--- config.mk ---
export PLATFORM = sky130hd
export DESIGN_NAME = smc_host_flat
export DESIGN_NICKNAME = d
export VERILOG_FILES = /design/src/smc_pkg.sv /design/src/smc_if.sv /design/src/smc_host.sv /design/src/flat_wrapper.sv
export SDC_FILE = /design/constraint.sdc
export NUM_CORES = 1
export LEC_CHECK = 0
export BUFFER_PORTS_ARGS = -buffer_cell sky130_fd_sc_hd__clkbuf_2
export CORE_UTILIZATION = 45
export DETAILED_ROUTE_END_ITERATION = 7
export GPL_TIMING_DRIVEN = 0
export PLACE_DENSITY_LB_ADDON = 0.15
export SLEW_MARGIN = 25
export SYNTH_ARGS = -nofsm -noshare
export SYNTH_HDL_FRONTEND = slang
export SYNTH_SLANG_ARGS = --single-unit
--- constraint.sdc ---
create_clock -name clk -period 4.15 [get_ports clk]
set_input_delay 0.2075 -clock clk [delete_from_list [all_inputs] [get_ports clk]]
set_output_delay 0.2075 -clock clk [all_outputs]
set_load 0.1 [all_outputs]
--- src/smc_pkg.sv ---
// constants, register map and shared decoding for the serial control port
// assumes both ends and the bench compile this package first
package smc_pkg;
	// ==========================================================
	// clock and link timing
	localparam int CLK_PERIOD_NS = 8;
	localparam int SCLK_HALF_NS = 128;
	localparam int SCLK_HALF_CYCLES = (SCLK_HALF_NS + CLK_PERIOD_NS - 1) / CLK_PERIOD_NS;
	localparam logic [7:0] SCLK_HALF_M1 = 8'(SCLK_HALF_CYCLES - 1);
	localparam logic [1:0] TAIL_CLOCKS = 2'h3;
	// ==========================================================
	// frame layout
	localparam logic [3:0] ADDR_LONG = 4'ha;
	localparam logic [3:0] ADDR_SHORT = 4'h7;
	localparam logic [3:0] REG_MAX = 4'hd;
	localparam logic DIR_READ = 1'b0;
	localparam logic DIR_WRITE = 1'b1;
	localparam logic [3:0] SYNC_RESET = 4'h8; // reset pin idles high
	// ==========================================================
	// register map
	localparam logic [9:0] PD_ADDR = 10'h1c3;
	localparam logic [3:0] PD_WIDTH = 4'hd;
	localparam logic [12:0] PD_RESET = 13'h1fc0;
	localparam logic [9:0] DAC_CFG_ADDR = 10'h1c0;
	localparam logic [3:0] DAC_CFG_WIDTH = 4'h2;
	localparam logic [1:0] DAC_CFG_RESET = 2'h0;
	localparam logic [6:0] WMM_CFG_ADDR = 7'h00;
	localparam logic [3:0] WMM_WIDTH = 4'h8;
	localparam logic [7:0] WMM_CFG_RESET = 8'h00;
	// power-down control bit positions
	localparam int LOW_REGULATOR_OFF_BIT = 0;
	localparam int CLOCK_REGULATOR_OFF_BIT = 1;
	localparam int CONVERTER_REGULATOR_OFF_BIT = 2;
	localparam int BANDGAP_REGULATOR_OFF_BIT = 3;
	localparam int SHARED_CLOCKS_OFF_BIT = 4;
	localparam int OUT_CLOCKS_OFF_BIT = 5;
	localparam int LOOP_CLOCKS_OFF_BIT = 6;
	localparam int TEST_B_OFF_BIT = 7;
	localparam int TEST_A_OFF_BIT = 8;
	localparam int INPUT_B_OFF_BIT = 9;
	localparam int INPUT_A_OFF_BIT = 10;
	localparam int CORE_B_OFF_BIT = 11;
	localparam int CORE_A_OFF_BIT = 12;
	// recommended settings with output and loop clocks on
	localparam logic [12:0] PD_ONLY_A = 13'h0b80;
	localparam logic [12:0] PD_ONLY_B = 13'h1580;
	localparam logic [12:0] PD_BOTH = 13'h0180;
	// ==========================================================
	// host register offsets and fields
	localparam logic [2:0] HOST_CMD = 3'h0;
	localparam logic [2:0] HOST_WDATA = 3'h1;
	localparam logic [2:0] HOST_RDATA = 3'h2;
	localparam logic [2:0] HOST_STATUS = 3'h3;
	localparam logic [2:0] HOST_CTRL = 3'h4;
	localparam int CMD_WRITE_BIT = 10;
	localparam int CMD_SHORT_BIT = 11;
	localparam int CMD_FIXED_BIT = 12;
	// ==========================================================
	// states
	typedef enum logic [1:0] {
		DEV_IDLE = 2'h0,
		DEV_ADDR = 2'h1,
		DEV_WRITE = 2'h3,
		DEV_READ = 2'h2
	} smc_dev_state_t;
	typedef enum logic [1:0] {
		HOST_IDLE = 2'h0,
		HOST_RUN = 2'h1,
		HOST_TAIL = 2'h3
	} smc_host_state_t;
	// ==========================================================
	// width of the addressed register, zero when unmapped
	function automatic logic [3:0] reg_width(input logic short_a, input logic [9:0] a);
		logic [3:0] w;
		w = 4'h0;
		if (short_a) begin
			if (a[6:0] == WMM_CFG_ADDR)
				w = WMM_WIDTH;
		end else if (a == PD_ADDR) begin
			w = PD_WIDTH;
		end else if (a == DAC_CFG_ADDR) begin
			w = DAC_CFG_WIDTH;
		end
		return w;
	endfunction : reg_width
	// ones in the low w bits
	function automatic logic [12:0] low_mask(input logic [3:0] w);
		return ~(13'h1fff << w);
	endfunction : low_mask
endpackage : smc_pkg

--- src/smc_if.sv ---
// four-wire serial control link plus the device reset pin
// assumes the bench instantiates it once and joins both ends to it
`timescale 1ns/1ns
interface smc_if;
	logic sclk; // serial clock, made by the host
	logic en; // frame select, high during a frame
	logic sdi; // host to device data
	logic sdo; // device to host data
	logic reset_n; // device reset pin, falling edge resets
	modport dev (
		input sclk,
		input en,
		input sdi,
		input reset_n,
		output sdo
	);
	modport host (
		output sclk,
		output en,
		output sdi,
		output reset_n,
		input sdo
	);
endinterface : smc_if

--- src/smc_host.sv ---
// host end: drives frames on the serial link under Wishbone control
// assumes smc_pkg; software programs it over classic Wishbone
`timescale 1ns/1ns
module smc_host (
	input wire logic clk, // system clock, 125 MHz
	input wire logic rst, // asynchronous reset, active high
	input wire logic wb_cyc_i, // Wishbone cycle
	input wire logic wb_stb_i, // Wishbone strobe
	input wire logic wb_we_i, // Wishbone write enable
	input wire logic [7:0] wb_adr_i, // Wishbone byte address
	input wire logic [31:0] wb_dat_i, // Wishbone write data
	input wire logic [3:0] wb_sel_i, // Wishbone byte selects
	output logic [31:0] wb_dat_o, // Wishbone read data
	output logic wb_ack_o, // Wishbone acknowledge
	smc_if.host link // serial link to the device
);
	// ==========================================================
	// registers
	logic [15:0] cmd;
	logic [15:0] wdata;
	logic [12:0] rx;
	logic hold_reset;
	logic start;
	logic done;
	logic busy;
	smc_pkg::smc_host_state_t state;

	// byte-lane merge for the low two lanes
	function automatic logic [15:0] merge(input logic [15:0] old, input logic [31:0] d, input logic [3:0] sel);
		return {sel[1] ? d[15:8] : old[15:8], sel[0] ? d[7:0] : old[7:0]};
	endfunction : merge

	assign busy = (state != smc_pkg::HOST_IDLE);

	// Wishbone slave: ack one cycle after the request, reads registered
	always_ff @(posedge clk or posedge rst) begin
		if (rst) begin
			wb_ack_o <= 1'b0;
			wb_dat_o <= 32'h00000000;
			cmd <= 16'h0000;
			wdata <= 16'h0000;
			hold_reset <= 1'b0;
			start <= 1'b0;
		end else begin
			wb_ack_o <= 1'b0;
			start <= 1'b0;
			if (wb_cyc_i && wb_stb_i && !wb_ack_o) begin
				wb_ack_o <= 1'b1;
				wb_dat_o <= 32'h00000000;
				case (wb_adr_i[4:2])
					smc_pkg::HOST_CMD: wb_dat_o <= {16'h0000, cmd};
					smc_pkg::HOST_WDATA: wb_dat_o <= {16'h0000, wdata};
					smc_pkg::HOST_RDATA: wb_dat_o <= {19'h0, rx};
					smc_pkg::HOST_STATUS: wb_dat_o <= {30'h0, done, busy};
					smc_pkg::HOST_CTRL: wb_dat_o <= {31'h0, hold_reset};
					default: wb_dat_o <= 32'h00000000;
				endcase
				// command writes start a frame; ignored while busy
				if (wb_we_i && !busy) begin
					case (wb_adr_i[4:2])
						smc_pkg::HOST_CMD: begin
							cmd <= merge(cmd, wb_dat_i, wb_sel_i);
							start <= |wb_sel_i[1:0];
						end
						smc_pkg::HOST_WDATA: wdata <= merge(wdata, wb_dat_i, wb_sel_i);
						smc_pkg::HOST_CTRL: if (wb_sel_i[0]) hold_reset <= wb_dat_i[0];
						default: begin
						end
					endcase
				end
			end
		end
	end

	// ==========================================================
	// return pin synchroniser
	logic sdo_s1;
	logic sdo_s2;
	logic sdo_s3;
	logic sdo_f;

	// three stages; a level counts once stages two and three agree
	always_ff @(posedge clk or posedge rst) begin
		if (rst) begin
			sdo_s1 <= 1'b0;
			sdo_s2 <= 1'b0;
			sdo_s3 <= 1'b0;
			sdo_f <= 1'b0;
		end else begin
			sdo_s1 <= link.sdo;
			sdo_s2 <= sdo_s1;
			sdo_s3 <= sdo_s2;
			if (sdo_s2 == sdo_s3)
				sdo_f <= sdo_s3;
		end
	end

	// ==========================================================
	// frame build
	logic [3:0] w;
	logic [3:0] alen;
	logic [4:0] nbits;
	logic [12:0] dfield;
	logic [23:0] tx_next;
	logic is_wr;
	logic fixed;

	assign is_wr = cmd[smc_pkg::CMD_WRITE_BIT];
	assign fixed = cmd[smc_pkg::CMD_FIXED_BIT] & is_wr;
	assign w = smc_pkg::reg_width(cmd[smc_pkg::CMD_SHORT_BIT], cmd[9:0]);
	assign alen = cmd[smc_pkg::CMD_SHORT_BIT] ? smc_pkg::ADDR_SHORT : smc_pkg::ADDR_LONG;
	assign nbits = 5'(alen) + 5'h01 + 5'(fixed ? smc_pkg::REG_MAX : w);

	// data left aligned, or zero padded at the front in fixed mode
	always_comb begin
		dfield = 13'h0000;
		if (fixed)
			dfield = wdata[12:0] & smc_pkg::low_mask(w);
		else if (is_wr)
			dfield = wdata[12:0] << (smc_pkg::REG_MAX - w);
		if (cmd[smc_pkg::CMD_SHORT_BIT])
			tx_next = {cmd[6:0], is_wr, dfield, 3'h0};
		else
			tx_next = {cmd[9:0], is_wr, dfield};
	end

	// ==========================================================
	// link engine: clock divider, shifting and frame ends
	logic [7:0] div;
	logic [4:0] left;
	logic [4:0] rcnt;
	logic [3:0] alen_r;
	logic [1:0] tail;
	logic [23:0] tx;

	always_ff @(posedge clk or posedge rst) begin
		if (rst) begin
			state <= smc_pkg::HOST_IDLE;
			link.sclk <= 1'b0;
			link.en <= 1'b0;
			link.sdi <= 1'b0;
			div <= 8'h00;
			left <= 5'h00;
			rcnt <= 5'h00;
			alen_r <= 4'h0;
			tail <= 2'h0;
			tx <= 24'h000000;
			rx <= 13'h0000;
			done <= 1'b0;
		end else if (state == smc_pkg::HOST_IDLE) begin
			link.sclk <= 1'b0;
			if (start) begin
				// frame opens with the clock low, first bit placed
				state <= smc_pkg::HOST_RUN;
				link.en <= 1'b1;
				link.sdi <= tx_next[23];
				tx <= {tx_next[22:0], 1'b0};
				left <= nbits - 5'h01;
				rcnt <= 5'h00;
				alen_r <= alen;
				div <= 8'h00;
				rx <= 13'h0000;
				done <= 1'b0;
			end
		end else if (div != smc_pkg::SCLK_HALF_M1) begin
			div <= div + 8'h01;
		end else begin
			div <= 8'h00;
			link.sclk <= ~link.sclk;
			if (!link.sclk) begin
				// rising edge: read data follows the direction bit
				if (state == smc_pkg::HOST_RUN && rcnt > 5'(alen_r))
					rx <= {rx[11:0], sdo_f};
				rcnt <= rcnt + 5'h01;
				if (state == smc_pkg::HOST_TAIL)
					tail <= tail + 2'h1;
			end else if (state == smc_pkg::HOST_RUN) begin
				// falling edge: next bit, or close the frame
				if (left != 5'h00) begin
					link.sdi <= tx[23];
					tx <= {tx[22:0], 1'b0};
					left <= left - 5'h01;
				end else begin
					link.en <= 1'b0;
					link.sdi <= 1'b0;
					tail <= 2'h0;
					state <= smc_pkg::HOST_TAIL;
				end
			end else if (tail == smc_pkg::TAIL_CLOCKS) begin
				state <= smc_pkg::HOST_IDLE;
				done <= 1'b1;
			end
		end
	end

	// device reset pin, driven low while software holds it
	always_ff @(posedge clk or posedge rst) begin
		if (rst)
			link.reset_n <= 1'b1;
		else
			link.reset_n <= ~hold_reset;
	end
endmodule : smc_host

--- src/flat_wrapper.sv ---
// flat-port wrapper written by rule: the top's interface ports become plain ports
module smc_host_flat 
  (clk, rst, wb_cyc_i, wb_stb_i, wb_we_i, wb_adr_i, wb_dat_i, wb_sel_i, wb_dat_o, wb_ack_o, link_sclk, link_en, link_sdi, link_reset_n, link_sdo);
  smc_if link_i ();
  input wire logic clk;
  input wire logic rst;
  input wire logic wb_cyc_i;
  input wire logic wb_stb_i;
  input wire logic wb_we_i;
  input wire logic [7:0] wb_adr_i;
  input wire logic [31:0] wb_dat_i;
  input wire logic [3:0] wb_sel_i;
  output logic [31:0] wb_dat_o;
  output logic wb_ack_o;
  output wire logic [$bits(link_i.sclk)-1:0] link_sclk;
  output wire logic [$bits(link_i.en)-1:0] link_en;
  output wire logic [$bits(link_i.sdi)-1:0] link_sdi;
  output wire logic [$bits(link_i.reset_n)-1:0] link_reset_n;
  input wire logic [$bits(link_i.sdo)-1:0] link_sdo;
  assign link_sclk = link_i.sclk;
  assign link_en = link_i.en;
  assign link_sdi = link_i.sdi;
  assign link_reset_n = link_i.reset_n;
  assign link_i.sdo = link_sdo;
  smc_host u_core (.clk(clk), .rst(rst), .wb_cyc_i(wb_cyc_i), .wb_stb_i(wb_stb_i), .wb_we_i(wb_we_i), .wb_adr_i(wb_adr_i), .wb_dat_i(wb_dat_i), .wb_sel_i(wb_sel_i), .wb_dat_o(wb_dat_o), .wb_ack_o(wb_ack_o), .link(link_i));
endmodule
**After elaboration in Yosys (flattened, before gate mapping)**

Cells that the tools add are included.

- Input bits: 50
- ROM bits: 0
- Logic and storage cells: 164
- Flip-flop bits (word level): 139
- Memory bits (writable): 0
- Output and inout port bits: 37
- Memories kept: 0
- Latch bits: 0

- Shift-type cells: 2
- Reduce and logical (&&, ||, !) cells: 33
- Bitwise gates (word level): 7
- $add $sub $neg: 8
- Divide/modulo/power cells: 0
- Multiplexer cells: 69
- Multiply operators: 0
- Magnitude comparators: 1
- Eq/ne operators: 19

Operators with widths:

| kind | number |
|---|---|
| 24-bit 2-to-1 mux | 7 |
| 13-bit 2-to-1 mux | 7 |
| 16-bit one-hot mux with 5 select lines | 1 |
| 5-bit 2-to-1 mux | 10 |
| 4-bit AND reduction | 7 |
| 5-bit AND reduction | 5 |
| 1-bit 2-to-1 mux | 24 |
| 2-bit 2-to-1 mux | 12 |
| 8-bit 2-to-1 mux | 3 |
| 10-bit by 9-bit == test with 1-bit output, second input constant | 2 |
| 4-bit 2-to-1 mux | 5 |
| 2-bit nonzero test | 7 |
| 13-bit AND | 1 |
| 13-bit NOT | 1 |
| 13-bit by 4-bit left shift with 13-bit output | 1 |
| 13-bit by 4-bit left shift with 13-bit output, first input constant | 1 |
| 5-bit by 1-bit subtractor with 5-bit output, second input constant | 2 |
| 8-bit by 1-bit adder with 8-bit output, second input constant | 1 |
| 2-bit by 1-bit inequality test with 1-bit output, second input constant | 4 |
| 8-bit by 4-bit inequality test with 1-bit output, second input constant | 1 |
| 7-bit logical NOT | 1 |
| 3-bit by 2-bit == test with 1-bit output, second input constant | 2 |
| 2-bit inequality test, second input constant | 3 |
| 4-bit by 1-bit adder with 5-bit output, second input constant | 1 |
| 22 further kinds | 30 |

**Depth between registers and ports, before layout**

- Word-level depth: 11
- Mapped depth: 13
- Gate-level depth less buffers: 11

**Worst setup path before layout**

OpenSTA, ideal clock, no wires.

- Path type: register -> register
- From: reg u_core.cmd[2]
- To: reg u_core.tx[8]
- Arrival: 2,935 ps
- Cell stages (with the launch flop): 12
- Path buffers: 2
- Path slack: 1,111 ps
- Clock period less this slack: 3,039 ps
- Required time: 4,046 ps
- Library setup time: 104 ps
- Cells stage by stage: dfrtp_1 or4_4 buf_6 nor4_2 ha_1 inv_1 ha_1 clkbuf_1 nand3_1 o32ai_1 nor2_1 a221oi_1

- Longest elaborated chain between the ends: 11
- Elaborated cells on any way between the ends: 17
- Those cells by class: add/sub (1); eq/ne (2); shift (2); mux (9); bitwise (2); reduce/logical (1)

Ends and longest elaborated chain:

| item | RTL line | source |
|---|---|---|
| from (decl) | smc_host.sv:19 | `logic [15:0] cmd;` |
| from (signal assigned) | smc_host.sv:62 | `cmd <= merge(cmd, wb_dat_i, wb_sel_i);` |
| 10-bit by 9-bit == test with 1-bit output | smc_pkg.sv:81 | `end else if (a == DAC_CFG_ADDR) begin` |
| 2-bit 2-to-1 mux | smc_pkg.sv:81 |  |
| 4-bit 2-to-1 mux | smc_pkg.sv:79 | `end else if (a == PD_ADDR) begin` |
| 4-bit 2-to-1 mux (*) | smc_pkg.sv:76 | `if (short_a) begin` |
| 4-bit subtractor or 13-bit by 4-bit left shift with 13-bit output (tied branches) | smc_host.sv:120, smc_pkg.sv:88 |  |
| 13-bit by 4-bit left shift with 13-bit output or 13-bit NOT (tied branches) | smc_host.sv:120, smc_pkg.sv:88 |  |
| 13-bit 2-to-1 mux or 13-bit AND (tied branches) | smc_host.sv:119, smc_host.sv:118 |  |
| 13-bit 2-to-1 mux (*) | smc_host.sv:117 | `if (fixed)` |
| 24-bit 2-to-1 mux (*) | smc_host.sv:121 | `if (cmd[smc_pkg::CMD_SHORT_BIT])` |
| 24-bit 2-to-1 mux (*) | smc_host.sv:152 | `if (start) begin` |
| 24-bit 2-to-1 mux (*) | smc_host.sv:150 | `end else if (state == smc_pkg::HOST_IDLE) begin` |
| to (signal assigned) | smc_host.sv:157 | `tx <= {tx_next[22:0], 1'b0};` |
| to (signal assigned) | smc_host.sv:181 | `tx <= {tx[22:0], 1'b0};` |
| to (decl) | smc_host.sv:134 | `logic [23:0] tx;` |

Mark *: on every way between the ends. The rest lies on a longest branch, timed or not. The select of a mux whose other input is x is not followed.
A chain may end at the register's enable or synchronous reset.

**Worst setup path after layout**

- From: reg u_core.cmd[9]
- To: reg u_core.tx[9]

- Longest elaborated chain between the ends: 11
- Elaborated cells on any way between the ends: 15
- Those cells by class: add/sub (1); eq/ne (2); shift (2); mux (8); bitwise (2)

Ends and longest elaborated chain:

| item | RTL line |
|---|---|
| 10-bit by 9-bit == test with 1-bit output | smc_pkg.sv:81 |
| 2-bit 2-to-1 mux | smc_pkg.sv:81 |
| 4-bit 2-to-1 mux (*) | smc_pkg.sv:79 |
| 4-bit 2-to-1 mux (*) | smc_pkg.sv:76 |
| 4-bit subtractor or 13-bit by 4-bit left shift with 13-bit output (tied branches) | smc_host.sv:120, smc_pkg.sv:88 |
| 13-bit by 4-bit left shift with 13-bit output or 13-bit NOT (tied branches) | smc_host.sv:120, smc_pkg.sv:88 |
| 13-bit 2-to-1 mux or 13-bit AND (tied branches) | smc_host.sv:119, smc_host.sv:118 |
| 13-bit 2-to-1 mux (*) | smc_host.sv:117 |
| 24-bit 2-to-1 mux (*) | smc_host.sv:121 |
| 24-bit 2-to-1 mux (*) | smc_host.sv:152 |
| 24-bit 2-to-1 mux (*) | smc_host.sv:150 |

Marked as above.

==> run_results.csv <==
group,metric,value,unit
layout,nets,867,
global_route,grt_overflow,0,
logic_synthesis,synth-edff-count,0,
logic_synthesis,async_reset_ff_share,100,%
clocking,cts_buffers,17,
clocking,clk_pin_slew,0.06,ns
layout,syn2layout_area_growth,17.3,%
critical_path,crit_slowest_cell,"nor4_4",
power,pwr-share-seq,38.4,%
run_status,outcome,"complete, no violations",
timing,tns,0,ns
critical_path,cp_top_family,"simple AND/OR/NAND/NOR gates",
power,switching_share,33.2,%
power,vdd_ir_drop_max,0.000318,V
logic_synthesis,ys_types,64,
detailed_routing,drt_iter0_drc,485,
timing,skew,0.00791,ns
critical_path,path_buf_inv,3,
die,die_area,15500,µm²
placement,place_area,7300,µm²
run,drv_cap,0,
critical_path,crit_type,"reg -> reg",
detailed_routing,vias,5752,
die,core,14600,µm²
layout,antenna-diode-count,0,
logic_synthesis,ys.flop_type,"dfrtp_1",
critical_path,cp-start-kind,"flop",
clocking,cts_sinks,121,
power,p_comb_share,20.8,%
logic_synthesis,syn-cell-area,6750,µm²
global_route,grt_start_max_net_pins,82,
logic_synthesis,syn_inst,720,
timing,period_share,95.1,%
die,core.rowCount,44,
global_route,grtUsageTotal,25.5,%
logic_synthesis,synth.area.top_cells,"dfrtp_1 (44%), mux2_2 (6.8%), mux2i_1 (5.3%)",
layout,fin_area,7920,µm²
timing,setup_viol,0,
logic_synthesis,yosysTopAreaCell,"dfrtp_1",
clocking,clock_latency,0.42,ns
detailed_routing,drc,0,
global_route,grt_pass1_vias,5721,
layout,drive_above_1_share,18.4,%
die,die_h,125,µm
placement,globalplace.congestion,0.950,
logic_synthesis,post-synth-top-count-cell,"dfrtp_1",
global_route,grt_first_pass_wirelength,30.8,mm
placement,portBuffers,45,
detailed_routing,drtPass1Iterations,6,
layout,num-fill-cells,1351,
die,dieWidth,125,µm
clocking,cts_buffer_depth,2,
critical_path,cp.arrival,4.25,ns
die,start_util,46.3,%
timing,grt_setup_unrepaired,"false",
power,p_leak,3.63,nW
timing,maxSlewViolCount,0,
critical_path,cpPeakStageDelay,0.70,ns
detailed_routing,avgRoutedWirePerCell,19.1,µm
global_route,antenna_found_initial,1,
detailed_routing,ant_nets,0,
detailed_routing,wl,19.0,mm
power,pwr_density_cell,470,nW/µm²
logic_synthesis,synth_seq_area_share,44.9,%
power,pwr-share-clk,40.7,%
logic_synthesis,syn_area_per_cell,9.38,µm²
clocking,cts-root-buf,"clkbuf_16",
power,intPower,0.00249,W
timing,timing.final.crit_period,3.94,ns
clocking,cts_tree,"done",
critical_path,critPathMaxFanout,9,
logic_synthesis,ys_ff_latch,121,
worst_hold_path,hp-class,"in -> reg",
timing,timing.fmax,254,MHz
power,switchingPower,0.00124,W
placement,hpwl,14.0,mm
logic_synthesis,yosys_warnings,0,
timing,worstMarginPinSlew,0.723,ns
die,io_pins,87,
critical_path,crit_required,4.46,ns
clocking,htreeDepth,4,
logic_synthesis,synthTopCellsByCount,"dfrtp_1 (120), nand2_1 (79), nor2_1 (66)",
logic_synthesis,yosysTopAreaCellShare,44.5,%
critical_path,crit_chain,"clkbuf_1 > nand4bb_1 > nor4_4 > ha_1 > inv_1 > ha_1 > clkbuf_1 > nor2_1 > and3_1 > o31ai_1 > and3_1 > o21ai_1",
detailed_routing,via_per_inst,5.76,
timing,hold_violations,0,
critical_path,end_kind,"flop",
timing,whs,0.0276,ns
timing,maxSlewHeadroom,51.8,%
layout by cell type, fill, tap and decap left out, types with 17 or more instances in the layout:
cell and n:
dfrtp_1 120, nand2_1 79, nor2_1 66, o21ai_0 58, clkbuf_2 45, mux2_2 41
a21oi_1 41, clkbuf_1 38, mux2i_1 36, inv_1 28, nand3_1 18, nor3_1 17
clkbuf_16 17
what timing repair did:
item / 4_1_cts / 5_1_grt
hold buffers: 2 / 0
buffers inserted: 0 / 0
hold endpoints to repair: 41 / 0
resized for setup: 0 / 0
per-stage QoR:
stage               cells  total power, W  setup slack [ns]  util, %
finish                999         0.00372             0.205     54.3
global route          999         0.00389            0.0964     54.3
CTS                   999         0.00373             0.310     54.3
detailed placement    965         0.00221             0.324     50.0
global placement      964         0.00219            -0.580     49.8
floorplan             735         0.00200             0.730        -
sequential cells by signal (all words and copies together), names as in the netlist:
register	count
u_core.start	1
u_core.left	5
u_core.rcnt	5
u_core.rx	13
u_core.tail	2
u_core.alen_r	3
u_core.div	8
u_core.sdo_s3	1
u_core.tx	23
u_core.done	1
u_core.link.sdi	1
u_core.cmd	16
u_core.wdata	16
u_core.link.reset_n	1
u_core.hold_reset	1
u_core.link.sclk	1
u_core.wb_ack_o	1
u_core.wb_dat_o	16
u_core.sdo_f	1
u_core.sdo_s2	1
u_core.state	2
u_core.sdo_s1	1
u_core.link.en	1
layout make-up:
type | instances | area [µm²] | area share (%)
multi-input cells | 526 | 3380 | 42.7
flip-flops and latches | 121 | 3030 | 38.2
clock buffers | 19 | 433 | 5.47
plain buffers | 56 | 278 | 3.51
repair buffers | 48 | 273 | 3.44
well taps | 184 | 230 | 2.91
clock inverters | 13 | 169 | 2.13
inverters | 32 | 128 | 1.61
power by group through the flow:
stage,Clock (W),Sequential [W],Combinational (W)
2_1_floorplan,0,0.00151,0.000484
3_3_place_gp,0,0.00144,0.000752
3_5_place_dp,0,0.00144,0.000771
4_1_cts,0.00153,0.00143,0.000775
5_1_grt,0.00160,0.00145,0.000845
6_report,0.00152,0.00143,0.000777
routing by layer:
| layer | part of all wire, % | up-vias | wire, µm | track usage [%] |
|---|---|---|---|---|
| met2 | 47 | 218 | 8990 | 41.5 |
| met4 | 2.2 | 0 | 427 | 8.93 |
| met5 | 0 | - | 0 | 0 |
| li1 | - | 2692 | - | - |
| met3 | 6.3 | 40 | 1190 | 4.94 |
| met1 | 44 | 2802 | 8430 | 33.8 |
path summary, 6_finish.rpt:
check / slack [ns] / startpoint / to / cells past startpoint
setup / recovery: 0.21 / u_core.cmd[9]$_DFFE_PP0P_ / u_core.tx[9]$_DFFE_PP0P_ / 12
hold / removal: 0.03 / wb_dat_i[14] / u_core.cmd[14]$_DFFE_PP0P_ / 2
setup reg to reg: 0.21 / u_core.cmd[9]$_DFFE_PP0P_ / u_core.tx[9]$_DFFE_PP0P_ / 12
hold reg to reg: 0.35 / u_core.sdo_s1$_DFF_PP0_ / u_core.sdo_s2$_DFF_PP0_ / 0
max in group asynchronous: 3.13 / rst / u_core.link.reset_n$_DFF_PP1_ / 4
min in group asynchronous: 0.32 / rst / u_core.rcnt[2]$_DFFE_PP0P_ / 3
cells by family after synthesis:
kind of cell / count (synthesis) / synth area share (%)
xor gates and xnor gates: 8 / 1.04
DFF: 121 / 44.9
muxes: 78 / 12.5
buffers and inverters: 88 / 5.89
other: 1 / 0.0555
and+or+nand+nor: 238 / 17.0
adders and majority gates: 16 / 2.93
AOI/OAI and AO/OA: 170 / 15.8
Power figures use the tool's default switching activity.
